`config.mk`:
```
export PLATFORM = sky130hd
export DESIGN_NAME = logic_tile_datapath
export DESIGN_NICKNAME = d
export VERILOG_FILES = /design/src/tile_pkg.sv /design/src/logic_tile_datapath.sv
export SDC_FILE = /design/constraint.sdc
export NUM_CORES = 1
export LEC_CHECK = 0
export ABC_AREA = 1
export BUFFER_PORTS_ARGS = -buffer_cell sky130_fd_sc_hd__buf_2
export CAP_MARGIN = 30
export CORE_MARGIN = 3
export CORE_UTILIZATION = 40
export DETAILED_ROUTE_END_ITERATION = 10
export GPL_ROUTABILITY_DRIVEN = 1
export GPL_TIMING_DRIVEN = 0
export PLACE_DENSITY = 0.56
export RECOVER_POWER = 50
export SETUP_SLACK_MARGIN = 0.1
export SLEW_MARGIN = 30
export SYNTH_ARGS = -nofsm -noshare
export SYNTH_HDL_FRONTEND = slang
export SYNTH_SLANG_ARGS = --single-unit
```
`constraint.sdc`:
```
create_clock -name hclk -period 6.1 [get_ports hclk]
set_input_delay 0.61 -clock hclk [delete_from_list [all_inputs] [get_ports hclk]]
set_output_delay 0.61 -clock hclk [all_outputs]
set_load 0.02 [all_outputs]
```
`src/tile_pkg.sv`:
```
// constants, types and register map of the logic tile datapath block
package tile_pkg;

	// ****************************************
	// register byte offsets
	// ****************************************
	localparam logic [7:0] cfg_store_base = 8'h00;
	localparam logic [7:0] cfg_store_end = 8'h1c;
	localparam logic [7:0] work_set0_base = 8'h20;
	localparam logic [7:0] work_set0_end = 8'h2c;
	localparam logic [7:0] queue0_ofs = 8'h30;
	localparam logic [7:0] queue1_ofs = 8'h34;
	localparam logic [7:0] mode_ofs = 8'h38;
	localparam logic [7:0] out_sel_ofs = 8'h3c;
	localparam logic [7:0] control_ofs = 8'h40;
	localparam logic [7:0] status_ofs = 8'h44;
	localparam logic [7:0] sticky_mask_ofs = 8'h48;
	localparam logic [7:0] polynomial_ofs = 8'h4c;
	localparam logic [7:0] irq_status_ofs = 8'h50;
	localparam logic [7:0] irq_mask_ofs = 8'h54;
	localparam logic [7:0] queue_level_ofs = 8'h58;
	localparam logic [7:0] work_set1_base = 8'h60;
	localparam logic [7:0] work_set1_end = 8'h6c;

	// ****************************************
	// mode register fields
	// ****************************************
	localparam int mode_q0_out_bit = 0;
	localparam int mode_q1_out_bit = 1;
	localparam int mode_msb_lsb = 2;
	localparam int mode_cin_lsb = 5;
	localparam int mode_sin_lsb = 7;
	localparam int mode_chain_bit = 9;
	localparam int mode_tmux_bit = 10;
	localparam int mode_dp_run_bit = 11;
	localparam int mode_sc_run_bit = 12;
	localparam logic [12:0] mode_reset = 13'h181c;

	// ****************************************
	// configuration word fields
	// ****************************************
	localparam int cw_op_lsb = 0;
	localparam int cw_srca_lsb = 3;
	localparam int cw_srcb_lsb = 5;
	localparam int cw_shift_lsb = 7;
	localparam int cw_dest_bit = 9;
	localparam int cw_write_bit = 10;
	localparam int cw_crc_bit = 11;
	localparam int cw_qload_bit = 12;
	localparam int cw_qstore_bit = 13;
	localparam int cw_qsel_bit = 14;

	// ****************************************
	// interrupt events and sizes
	// ****************************************
	localparam int ev_q0_refused = 0;
	localparam int ev_q1_refused = 1;
	localparam int ev_sticky = 2;
	localparam int irq_w = 3;
	localparam int queue_depth = 4;
	localparam int route_w = 6;

	typedef enum logic [1:0] {bus_idle = 2'b01, bus_wait = 2'b10} bus_e;
	typedef enum logic [2:0] {op_pass, op_inc, op_dec, op_add, op_sub, op_and, op_or,
		op_xor} alu_op_e;

endpackage

```
`src/logic_tile_datapath.sv`:
```
// programmable logic tile datapath with byte queues, status/control and ahb-lite slave
//
// The address map and the AHB-Lite register port were chosen for this implementation.
`timescale 1ns/1ps
module logic_tile_datapath (
	input wire logic hclk,
	input wire logic hresetn,
	input wire logic hsel,
	input wire logic [31:0] haddr,
	input wire logic [1:0] htrans,
	input wire logic hwrite,
	input wire logic [2:0] hsize,
	input wire logic [31:0] hwdata,
	input wire logic hready,
	output logic hreadyout,
	output logic hresp,
	output logic [31:0] hrdata,
	input wire logic [5:0] route_in,
	output logic [5:0] route_out,
	input wire logic [7:0] status_in,
	output logic [7:0] ctrl_out,
	input wire logic chain_carry_in,
	input wire logic chain_shift_in,
	input wire logic chain_zero_in,
	output logic chain_carry_out,
	output logic chain_shift_out,
	output logic chain_zero_out,
	output logic irq
);

	// ****************************************
	// state
	// ****************************************
	typedef struct packed {
		tile_pkg::bus_e bus_state;
		logic [7:0] addr;
		logic wr;
		logic [31:0] rdata;
		logic [7:0][15:0] cfg;
		logic [1:0][3:0][7:0] work;
		logic carry_reg;
		logic shift_reg;
		logic set_sel;
		logic [1:0][3:0][7:0] qmem;
		logic [1:0][1:0] qrd;
		logic [1:0][1:0] qwr;
		logic [1:0][2:0] qcnt;
		logic [12:0] mode;
		logic [5:0][3:0] out_sel;
		logic [7:0] control;
		logic [7:0] sticky_mask;
		logic [7:0] sticky;
		logic [7:0] poly;
		logic [tile_pkg::irq_w-1:0] irq_stat;
		logic [tile_pkg::irq_w-1:0] irq_mask;
	} state_s;

	state_s state_reg;
	state_s state_next;

	// ****************************************
	// datapath combinational
	// ****************************************
	logic [15:0] cw;
	logic set;
	logic [2:0] msb;
	logic [7:0] mask;
	logic [7:0] opa;
	logic [7:0] opb;
	logic [7:0] opb_eff;
	logic cin;
	logic cin_eff;
	logic sin;
	logic [8:0] sum9;
	logic [7:0] alu_res;
	logic alu_carry;
	logic [7:0] result;
	logic shout;
	logic crc_fb;
	logic [3:0] carry_idx;
	logic cmp_eq;
	logic cmp_lt;
	logic zero_det;
	logic ones_det;
	logic [1:0] q_empty;
	logic [1:0] q_full;
	logic [15:0] cond;
	logic [7:0] status_view;

	assign cw = state_reg.cfg[route_in[2:0]];
	assign set = state_reg.mode[tile_pkg::mode_tmux_bit] & state_reg.set_sel;
	assign msb = state_reg.mode[tile_pkg::mode_msb_lsb +: 3];
	assign mask = 8'hff >> (3'h7 - msb);
	assign carry_idx = {1'b0, msb} + 4'h1;
	assign opa = state_reg.work[set][cw[tile_pkg::cw_srca_lsb +: 2]] & mask;
	assign opb = state_reg.work[set][cw[tile_pkg::cw_srcb_lsb +: 2]] & mask;

	// carry sources: zero, registered, neighbour, routing; serial sources: routing, registered, neighbour, zero
	always_comb begin
		case (state_reg.mode[tile_pkg::mode_cin_lsb +: 2])
			2'h1: cin = state_reg.carry_reg;
			2'h2: cin = chain_carry_in;
			2'h3: cin = route_in[4];
			default: cin = 1'b0;
		endcase
		case (state_reg.mode[tile_pkg::mode_sin_lsb +: 2])
			2'h1: sin = state_reg.shift_reg;
			2'h2: sin = chain_shift_in;
			2'h3: sin = 1'b0;
			default: sin = route_in[3];
		endcase
	end

	always_comb begin
		opb_eff = opb;
		cin_eff = cin;
		alu_res = 8'h00;
		case (tile_pkg::alu_op_e'(cw[tile_pkg::cw_op_lsb +: 3]))
			tile_pkg::op_inc: begin
				opb_eff = 8'h00;
				cin_eff = 1'b1;
			end
			tile_pkg::op_dec: begin
				opb_eff = mask;
				cin_eff = 1'b0;
			end
			tile_pkg::op_sub: begin
				opb_eff = ~opb & mask;
				cin_eff = 1'b1;
			end
			default: begin
				opb_eff = opb;
			end
		endcase
		sum9 = {1'b0, opa} + {1'b0, opb_eff} + {8'h00, cin_eff};
		case (tile_pkg::alu_op_e'(cw[tile_pkg::cw_op_lsb +: 3]))
			tile_pkg::op_pass: alu_res = opa;
			tile_pkg::op_and: alu_res = opa & opb;
			tile_pkg::op_or: alu_res = opa | opb;
			tile_pkg::op_xor: alu_res = opa ^ opb;
			default: alu_res = sum9[7:0] & mask;
		endcase
		alu_carry = sum9[carry_idx];
	end

	// shifter, with the crc step taking over when selected
	always_comb begin
		crc_fb = opa[msb] ^ sin;
		result = alu_res;
		shout = 1'b0;
		if (cw[tile_pkg::cw_crc_bit]) begin
			result = ((opa << 1) & mask) ^ (crc_fb ? (state_reg.poly & mask) : 8'h00);
			shout = crc_fb;
		end else begin
			case (cw[tile_pkg::cw_shift_lsb +: 2])
				2'h1: begin
					result = ((alu_res << 1) | {7'h00, sin}) & mask;
					shout = alu_res[msb];
				end
				2'h2: begin
					result = (alu_res >> 1) | ({7'h00, sin} << msb);
					shout = alu_res[0];
				end
				2'h3: result = {alu_res[3:0], alu_res[7:4]};
				default: result = alu_res;
			endcase
		end
	end

	assign cmp_eq = (opa == opb) & (~state_reg.mode[tile_pkg::mode_chain_bit] | chain_zero_in);
	assign cmp_lt = opa < opb;
	assign zero_det = (result == 8'h00) & (~state_reg.mode[tile_pkg::mode_chain_bit] | chain_zero_in);
	assign ones_det = result == mask;
	assign chain_carry_out = alu_carry;
	assign chain_shift_out = shout;
	assign chain_zero_out = zero_det;

	generate
		for (genvar q = 0; q < 2; q++) begin : g_qflag
			assign q_empty[q] = state_reg.qcnt[q] == 3'h0;
			assign q_full[q] = state_reg.qcnt[q] == 3'(tile_pkg::queue_depth);
		end
	endgenerate

	assign cond = {1'b1, 1'b0, result[msb], state_reg.set_sel, q_full[1], q_empty[1], q_full[0],
		q_empty[0], state_reg.shift_reg, state_reg.carry_reg, shout, alu_carry, ones_det, zero_det,
		cmp_lt, cmp_eq};

	generate
		for (genvar o = 0; o < tile_pkg::route_w; o++) begin : g_route
			assign route_out[o] = cond[state_reg.out_sel[o]];
		end
	endgenerate

	assign status_view = (state_reg.sticky_mask & state_reg.sticky) |
		(~state_reg.sticky_mask & status_in);

	// ****************************************
	// next state
	// ****************************************
	logic [1:0] push;
	logic [1:0] pop;
	logic [1:0][7:0] push_data;
	logic [1:0] refused;
	logic [7:0] sticky_set;
	logic step;
	logic qs;
	logic [7:0] load_val;

	always_comb begin
		state_next = state_reg;
		push = 2'b00;
		pop = 2'b00;
		push_data = '0;
		refused = 2'b00;
		step = route_in[5] & state_reg.mode[tile_pkg::mode_dp_run_bit];
		qs = cw[tile_pkg::cw_qsel_bit];
		load_val = result;
		sticky_set = 8'h00;

		// datapath step: one configuration per enabled cycle
		if (step) begin
			state_next.carry_reg = alu_carry;
			state_next.shift_reg = shout;
			if (state_reg.mode[tile_pkg::mode_tmux_bit]) begin
				state_next.set_sel = ~state_reg.set_sel;
			end
			if (cw[tile_pkg::cw_qload_bit] && !state_reg.mode[qs]) begin
				load_val = state_reg.qmem[qs][state_reg.qrd[qs]];
				if (q_empty[qs]) begin
					refused[qs] = 1'b1;
				end else begin
					pop[qs] = 1'b1;
				end
			end
			if (cw[tile_pkg::cw_qstore_bit] && state_reg.mode[qs]) begin
				if (q_full[qs]) begin
					refused[qs] = 1'b1;
				end else begin
					push[qs] = 1'b1;
					push_data[qs] = result;
				end
			end
			// a refused queue load still writes the stale head into the destination
			if (cw[tile_pkg::cw_write_bit]) begin
				state_next.work[set][{1'b0, cw[tile_pkg::cw_dest_bit]}] = load_val;
			end
		end

		// bus slave: address phase taken, one wait cycle, then answer
		state_next.bus_state = tile_pkg::bus_idle;
		if (state_reg.bus_state == tile_pkg::bus_idle) begin
			if (hsel && htrans[1] && hready) begin
				state_next.bus_state = tile_pkg::bus_wait;
				state_next.addr = {haddr[7:2], 2'b00};
				state_next.wr = hwrite;
			end
		end else begin
			state_next.rdata = 32'h0000_0000;
			if (state_reg.addr <= tile_pkg::cfg_store_end) begin
				if (state_reg.wr) begin
					state_next.cfg[state_reg.addr[4:2]] = hwdata[15:0];
				end
				state_next.rdata = {16'h0000, state_reg.cfg[state_reg.addr[4:2]]};
			end else if (state_reg.addr >= tile_pkg::work_set0_base &&
					state_reg.addr <= tile_pkg::work_set0_end) begin
				if (state_reg.wr) begin
					state_next.work[0][state_reg.addr[3:2]] = hwdata[7:0];
				end
				state_next.rdata = {24'h000000, state_reg.work[0][state_reg.addr[3:2]]};
			end else if (state_reg.addr >= tile_pkg::work_set1_base &&
					state_reg.addr <= tile_pkg::work_set1_end) begin
				if (state_reg.wr) begin
					state_next.work[1][state_reg.addr[3:2]] = hwdata[7:0];
				end
				state_next.rdata = {24'h000000, state_reg.work[1][state_reg.addr[3:2]]};
			end else if (state_reg.addr == tile_pkg::queue0_ofs ||
					state_reg.addr == tile_pkg::queue1_ofs) begin
				if (state_reg.wr && !state_reg.mode[state_reg.addr[2]]) begin
					if (q_full[state_reg.addr[2]]) begin
						refused[state_reg.addr[2]] = 1'b1;
					end else begin
						push[state_reg.addr[2]] = 1'b1;
						push_data[state_reg.addr[2]] = hwdata[7:0];
					end
				end else if (!state_reg.wr && state_reg.mode[state_reg.addr[2]]) begin
					if (q_empty[state_reg.addr[2]]) begin
						refused[state_reg.addr[2]] = 1'b1;
					end else begin
						pop[state_reg.addr[2]] = 1'b1;
						state_next.rdata = {24'h000000,
							state_reg.qmem[state_reg.addr[2]][state_reg.qrd[state_reg.addr[2]]]};
					end
				end
			end else if (state_reg.addr == tile_pkg::mode_ofs) begin
				if (state_reg.wr) begin
					state_next.mode = hwdata[12:0];
				end
				state_next.rdata = {19'h00000, state_reg.mode};
			end else if (state_reg.addr == tile_pkg::out_sel_ofs) begin
				if (state_reg.wr) begin
					state_next.out_sel = hwdata[23:0];
				end
				state_next.rdata = {8'h00, state_reg.out_sel};
			end else if (state_reg.addr == tile_pkg::control_ofs) begin
				if (state_reg.wr) begin
					state_next.control = hwdata[7:0];
				end
				state_next.rdata = {24'h000000, state_reg.control};
			end else if (state_reg.addr == tile_pkg::status_ofs) begin
				if (!state_reg.wr) begin
					state_next.rdata = {24'h000000, status_view};
					state_next.sticky = 8'h00;
				end
			end else if (state_reg.addr == tile_pkg::sticky_mask_ofs) begin
				if (state_reg.wr) begin
					state_next.sticky_mask = hwdata[7:0];
				end
				state_next.rdata = {24'h000000, state_reg.sticky_mask};
			end else if (state_reg.addr == tile_pkg::polynomial_ofs) begin
				if (state_reg.wr) begin
					state_next.poly = hwdata[7:0];
				end
				state_next.rdata = {24'h000000, state_reg.poly};
			end else if (state_reg.addr == tile_pkg::irq_status_ofs) begin
				if (!state_reg.wr) begin
					state_next.rdata = {29'h00000000, state_reg.irq_stat};
					state_next.irq_stat = '0;
				end
			end else if (state_reg.addr == tile_pkg::irq_mask_ofs) begin
				if (state_reg.wr) begin
					state_next.irq_mask = hwdata[tile_pkg::irq_w-1:0];
				end
				state_next.rdata = {29'h00000000, state_reg.irq_mask};
			end else if (state_reg.addr == tile_pkg::queue_level_ofs) begin
				state_next.rdata = {20'h00000, q_full, q_empty, 1'b0, state_reg.qcnt[1], 1'b0,
					state_reg.qcnt[0]};
			end
		end

		// queue pointers; push and pop in one cycle keep the level
		for (int q = 0; q < 2; q++) begin
			if (push[q]) begin
				state_next.qmem[q][state_reg.qwr[q]] = push_data[q];
				state_next.qwr[q] = state_reg.qwr[q] + 2'h1;
			end
			if (pop[q]) begin
				state_next.qrd[q] = state_reg.qrd[q] + 2'h1;
			end
			state_next.qcnt[q] = state_reg.qcnt[q] + {2'b00, push[q]} - {2'b00, pop[q]};
		end

		// sticky capture after the read clear, so a same-cycle pulse survives
		if (state_reg.mode[tile_pkg::mode_sc_run_bit]) begin
			sticky_set = state_reg.sticky_mask & status_in & ~state_next.sticky;
		end
		state_next.sticky = state_next.sticky | sticky_set;
		state_next.irq_stat = state_next.irq_stat | {|sticky_set, refused};
	end

	always_ff @(posedge hclk or negedge hresetn) begin
		if (!hresetn) begin
			state_reg <= '0;
			state_reg.bus_state <= tile_pkg::bus_idle;
			state_reg.mode <= tile_pkg::mode_reset;
		end else begin
			state_reg <= state_next;
		end
	end

	// ****************************************
	// outputs
	// ****************************************
	assign hreadyout = state_reg.bus_state == tile_pkg::bus_idle;
	assign hresp = 1'b0;
	assign hrdata = state_reg.rdata;
	assign ctrl_out = state_reg.control;
	assign irq = |(state_reg.irq_stat & state_reg.irq_mask);

endmodule

```
# [After elaboration in Yosys (flattened, before gate mapping)]
# Cells that the tools add are included.
[op_classes] n_addsub=12 n_mul=0 div_mod_pow=0 magnitude_cmp=37 eq_ne=31 shifts=2 mux=194 bitwise=49 reduce_logical=36
[ops] op="$mux 32" count=22
[ops] op="$mux 16" count=13
[ops] op="$mux 8" count=25
[ops] op="$mux 64" count=3
[ops] op="$mux 22" count=8
[ops] op="$bwmux 128" count=1
[ops] op="$bwmux 32" count=4
[ops] op="$and 8x8->8" count=12
[ops] op="$bmux 16 s3" count=2
[ops] op="$bmux 8 s2" count=6
[ops] op="$mux 2" count=40
[ops] op="$mux 67" count=1
[ops] op="$bwmux 64" count=1
[ops] op="$demux 16 s3" count=1
[ops] op="$demux 8 s2" count=3
[ops] op="$pmux 8 s3" count=2
[ops] op="$eq 6x5->1 const B" count=7
[ops] op="$lt 4x5->1 const B" count=7
[ops] op="$demux 32 s1" count=1
[ops] op="$pmux 8 s4" count=1
[ops] op="$bmux 1 s4" count=7
[ops] op="$mux 14" count=2
[ops] op="$mux 1" count=26
[ops] op="$demux 8 s1" count=3
[ops] op="69 further kinds" count=163
[word_totals] reg_bits=389 latchBits=0 ram_bits=0 rom_bits=0 input_bits=91 output_inout_bits=52 wordCells=411 memories=0

# [Logic depth before layout (Yosys ltp)]
[logic_depth] ltp_word=30 depth_mapped=41 ltp_nobuf=40

# [Worst setup path after synthesis]
# OpenSTA, ideal clock, no wires.
[synth_path] path_kind="in2out" startpoint="input port route_in[0]" endpoint="output port route_out[0]" arrival_ns=5.982 t_required_ns=5.490 path_slack_ns=-0.492 cell_stages=28 n_path_buf=4 path_cell_list="inv_2 > buf_2 > clkbuf_1 > clkbuf_1 > o21ai_0 > o211ai_1 > nand2_1 > inv_1 > clkbuf_1 > nor2_1 > nor2_1 > o21ai_0 > nand2_1 > nor2_1 > nor2_1 > a21oi_1 > fa_1 > fa_1 > o21ai_0 > a21oi_1 > o21bai_1 > a21o_1 > a21oi_1 > o41ai_1 > a221oi_1 > a21oi_1 > nand2_1 > nand2_1"
[synth_between] word_cells_on_any_way=57 cone_classes="2 x add/sub; 1 x order compare; 11 x eq/ne; 24 x mux; 16 x bitwise; 3 x reduce/logical"
[synth_lines] element="start: declaration" line="logic_tile_datapath.sv:18" text="input wire logic [5:0] route_in,"
[synth_lines] element="$bmux 16 s3 (*)" line="logic_tile_datapath.sv:90" text="assign cw = state_reg.cfg[route_in[2:0]];"
[synth_lines] element="$mux 15 (implied by the code) (*)" line="logic_tile_datapath.sv:90"
[synth_lines] element="$bmux 8 s2" line="logic_tile_datapath.sv:96" text="assign opb = state_reg.work[set][cw[tile_pkg::cw_srcb_lsb +: 2]] & mask;"
[synth_lines] element="$mux 8 (implied by the code)" line="logic_tile_datapath.sv:96"
[synth_lines] element="$and 8x8->8" line="logic_tile_datapath.sv:96"
[synth_lines] element="$not 8->8" line="logic_tile_datapath.sv:128" text="opb_eff = ~opb & mask;"
[synth_lines] element="$and 8x8->8" line="logic_tile_datapath.sv:128"
[synth_lines] element="$pmux 8 s3" line="logic_tile_datapath.sv:118" text="case (tile_pkg::alu_op_e'(cw[tile_pkg::cw_op_lsb +: 3]))"
[synth_lines] element="$add 8x8->9" line="logic_tile_datapath.sv:135" text="sum9 = {1'b0, opa} + {1'b0, opb_eff} + {8'h00, cin_eff};"
[synth_lines] element="$add 9x1->9 (*)" line="logic_tile_datapath.sv:135"
[synth_lines] element="$bmux 1 s4 (*)" line="logic_tile_datapath.sv:143" text="alu_carry = sum9[carry_idx];"
[synth_lines] element="$mux 1 (implied by the code) (*)" line="logic_tile_datapath.sv:143"
[synth_lines] element="net chain_carry_out" line="logic_tile_datapath.sv:25" text="output logic chain_carry_out,"
[synth_lines] element="$bmux 1 s4 (*)" line="logic_tile_datapath.sv:191" text="assign route_out[o] = cond[state_reg.out_sel[o]];"
[synth_lines] element="$mux 1 (implied by the code) (*)" line="logic_tile_datapath.sv:191"
[synth_lines] element="end: declaration" line="logic_tile_datapath.sv:19" text="output logic [5:0] route_out,"
# The timed path passes the listed nets; every way through them passes the cells marked *. The select of a mux whose other input is x is not followed.

# [Worst setup path after layout]
[layout_path] startpoint="input port route_in[0]" endpoint="output port route_out[2]"
[layout_between] elab_chain_cells=20 word_cells_on_any_way=57 cone_classes="2 x add/sub; 1 x order compare; 11 x eq/ne; 24 x mux; 16 x bitwise; 3 x reduce/logical"
[layout_lines] element="$bmux 16 s3 (*)" line="logic_tile_datapath.sv:90"
[layout_lines] element="$mux 15 (implied by the code) (*)" line="logic_tile_datapath.sv:90"
[layout_lines] element="$bmux 8 s2" line="logic_tile_datapath.sv:96"
[layout_lines] element="$mux 8 (implied by the code)" line="logic_tile_datapath.sv:96"
[layout_lines] element="$and 8x8->8" line="logic_tile_datapath.sv:96"
[layout_lines] element="$not 8->8" line="logic_tile_datapath.sv:128"
[layout_lines] element="$and 8x8->8" line="logic_tile_datapath.sv:128"
[layout_lines] element="$pmux 8 s3" line="logic_tile_datapath.sv:118"
[layout_lines] element="[4 not listed]"
[layout_lines] element="$or 8x1->8" line="logic_tile_datapath.sv:157" text="result = ((alu_res << 1) | {7'h00, sin}) & mask;"
[layout_lines] element="$and 8x8->8" line="logic_tile_datapath.sv:157"
[layout_lines] element="$pmux 8 s3" line="logic_tile_datapath.sv:155" text="case (cw[tile_pkg::cw_shift_lsb +: 2])"
[layout_lines] element="$mux 8" line="logic_tile_datapath.sv:151" text="if (cw[tile_pkg::cw_crc_bit]) begin"
[layout_lines] element="$bmux 1 s3 / $logic_not 8->1 (equally long branches)" line="logic_tile_datapath.sv:185, logic_tile_datapath.sv:172"
[layout_lines] element="$mux 1 (implied by the code) / $and 1x1->1 (equally long branches)" line="logic_tile_datapath.sv:185, logic_tile_datapath.sv:172"
[layout_lines] element="$bmux 1 s4 (*)" line="logic_tile_datapath.sv:191"
[layout_lines] element="$mux 1 (implied by the code) (*)" line="logic_tile_datapath.sv:191"
# Every way passes the cells marked *; elsewhere a longest branch is shown, timed or not. The select of a mux whose other input is x is not followed.

==> flow_metrics.tcl <==
set metrics [dict create \
    worstHoldPathType "primary input to flop" \
    clk_latency_ns 0.60 \
    io_pins 143 \
    die_y_microns 252 \
    end_kind "output port" \
    hold_viol 0 \
    largest_reg_flops 343 \
    power_mw 14.2 \
    critical_path.top_delay_family "compound AO/OA/AOI/OAI gates" \
    ant_nets 0 \
    cts_root_buf "clkbuf_16" \
    cts_tree "yes" \
    die_x_microns 252 \
    antenna_found_initial 0 \
    grt_max_degree 81 \
    seq_area_frac_synth_pct 39.5 \
    placedCellCount 4263 \
    avgSynthCellArea_sq_um 7.13 \
    coreArea_sq_um 59400 \
    synthesis.area_sq_um 24100 \
    ys_types 62 \
    die_area_sq_um 63300 \
    synthToLayoutAreaGrowth_pct 17.9 \
    p_sw_share_pct 47.0 \
    max-cap-violations 4 \
    clock_path_buffers 3 \
    timing.final.crit_share_pct 99.2 \
    final_cell_area_sq_um 28500 \
    drt_iter0_markers 3151 \
    synthTopCellsByArea "dfrtp_1 (39%), nand2_1 (13%), o21ai_0 (9.4%), inv_1 (5.5%), nand3_1 (4.3%)" \
    clock-sinks 381 \
    path_clk_slew_ns 0.06 \
    multiInputGateArea_sq_um 12700 \
    ir_drop_v 0.000262 \
    setup_viol 0 \
    crit_buf_inv 13 \
    overflow 0 \
    rsz0062_at_grt "yes" \
    comb_power_share_pct 52.0 \
    vias_per_cell 5.90 \
    crit_fanout 8 \
    clock_skew_ns 0.0278 \
    start_kind "primary input" \
    ys_async_sr_fraction_pct 100 \
    layout-drive-gt1-share_pct 12.9 \
    drt-pass1-iter-count 6 \
    internal_power_mw 7.53 \
    stdcell_count 4411 \
    switchingPower_mw 6.68 \
    pre_cts_ws_ns -1.96 \
    grt_usage_pct 33.3 \
    max-slew-margin-rel_pct -159 \
    vias 26006 \
    whs_ns 0.213 \
    drt-total-wl_microns 107000 \
    cp_slowest_cell "fa_2" \
    numCtsBuffers 45 \
    synth-edff-count 0 \
    wl_per_cell_microns 24.4 \
    max_freq_mhz 165 \
    drv_slew 308 \
    first_global_vias 24345 \
    status "complete, but fails checks" \
    p_per_area_nw_per_um2 499 \
    core.rowCount 89 \
    finalWeightedCongestion 0.999 \
    drc 0 \
    place_hpwl_microns 79600 \
    final_nets 3752 \
    synth_top_cell_by_area "dfrtp_1" \
    fin_crit_ns 6.05 \
    cp_common_cell "buf_4" \
    p_seq_share_pct 28.3 \
    start_util_pct 40.7 \
    cpPeakStageDelay_ns 0.42 \
    violations "capacitance limit, slew limit" \
    diodes 0 \
    final-seq-area_sq_um 9540 \
    cts_max_level 2 \
    ys.flop_type "dfrtp_1" \
    grt_first_pass_wirelength_microns 159000 \
    clkPwrFrac_pct 19.7 \
    syn-instance-count 3385 \
    placed_area_sq_um 25800 \
    port_buffers 93 \
    nFillCells 6075 \
    ys_ff_latch 381 \
    worstPathRequired_ns 5.49 \
    critical_path_class "primary input to output port" \
    power.leakage_nw 13.9 \
    ys_warn_count 0 \
    synth_top_area_share_pct 38.9 \
    setup_slack_ns 0.0483 \
    cts.hold.buffers_added 0 \
    tightest_slew_ns 3.88 \
    cp_data_arrival_time_ns 5.44 \
]
through the flow:
step	TNS [ns]	util (%)
floorplan	0	-
global placement	-1413.54	43.2
detailed placement	-87.92	43.4
CTS	0	47.5
global route	-2.14	47.9
finish	0	47.9
worst paths after layout:
kind / start / cells after the start / slack, ns / endpoint
worst max-delay path: route_in[0] / 35 / 0.05 / route_out[2]
worst min-delay path: hwdata[20] / 3 / 0.21 / state_reg[58]
worst max register to register: cond[6] / 23 / 0.85 / state_reg[193]
worst min register to register: state_reg[9] / 2 / 0.48 / state_reg[9]
max in group asynchronous: hresetn / 3 / 1.00 / state_reg[273]
min in group asynchronous: hresetn / 1 / 1.36 / state_reg[11]
cell usage after synthesis, drive strengths merged (49+ instances only):
cell type,n
a22oi,64
o21ai,487
dfrtp,375
inv,364
ha,51
nand4,52
buf,90
clkbuf,125
o22ai,49
nor2,224
a21oi,189
nand2,875
nand3,214
power groups by stage:
stage	registers (mW)	clock network (mW)	logic (mW)
after detailed placement	4.02	0	6.27
after global routing	4.10	2.91	8.04
after floorplan	3.77	0	4.24
after CTS	3.98	2.81	6.79
after global placement	4.03	0	6.23
final	4.02	2.80	7.39
routing by layer:
| layer | wire length (microns) | share of wire (%) | global-route usage (%) |
|---|---|---|---|
| met1 | 45200 | 42 | 47.4 |
| met2 | 46000 | 43 | 49.3 |
| met3 | 10200 | 9.5 | 5.34 |
| met4 | 5940 | 5.5 | 16.4 |
| met5 | 0 | 0 | 0 |
area by class of cell:
| class | instances | share of cell area (%) |
|---|---|---|
| multi-input combinational | 2419 | 44.5 |
| clock buffer | 64 | 4.78 |
| tap | 773 | 3.40 |
| clock inverter | 15 | 0.484 |
| buffer | 214 | 4.41 |
| inverter | 378 | 5.13 |
| timing repair buffer | 167 | 3.75 |
| sequential | 381 | 33.5 |
cell families (layout without fill, tap and decap cells):
logic type                 after synthesis  in the layout  share of synthesized area, %
DFF                                    381            381                          39.5
AOI/OAI and AO/OA                      942            942                          22.4
adders and majority gates               55             55                          2.98
muxes                                    7              7                         0.301
other                                    1              9                        0.0155
buffers and inverters                  593            838                          10.3
xor gates and xnor gates                16             16                         0.581
and+or+nand+nor                       1390           1390                          23.9
placed cells by master, fill, tap and decap left out, types with 11 or more instances in the layout:
cell type  count
a21oi_1      179
a221oi_1      12
a22oi_1       64
a31oi_1       18
buf_2         88
buf_4        121
buf_6         12
clkbuf_1     135
clkbuf_16     50
clkbuf_8      14
clkinv_1      12
dfrtp_1      375
ha_1          49
inv_1        349
inv_2         11
nand2_1      828
nand2_2       30
nand2_4       17
nand3_1      200
nand3_2       11
nand4_1       52
nor2_1       204
nor2_2        11
nor3_1        18
o211ai_1      31
o21a_1        22
o21ai_0      438
o21ai_1       32
o21ai_2       15
o22ai_1       46
what timing repair did:
action | CTS | global route
endpoints found under the setup margin | 93 | 8
gates resized for setup | 163 | 66
pin swaps | 43 | 55
buffers inserted | 56 | 14
worst reg2reg max path, stage by stage (launching register included):
cell and delay (ns):
dfrtp_1 0.32, inv_1 0.17, o311ai_1 0.89, o21a_1 0.24, inv_1 0.06, fa_2 0.41, fa_2 0.42, o21ai_2 0.21
a21oi_2 0.08, o21bai_2 0.17, xnor2_2 0.11, o21ai_2 0.15, nand2_2 0.12, o21ai_1 0.10, nand2_1 0.06, nand3_1 0.08
nand2_1 0.06, nand2_2 0.11, nand2_4 0.12, buf_4 0.16, buf_4 0.14, o21ai_0 0.69, a21oi_1 0.14, a21oi_1 0.15
Note: power is estimated with default switching activity, not from simulation.
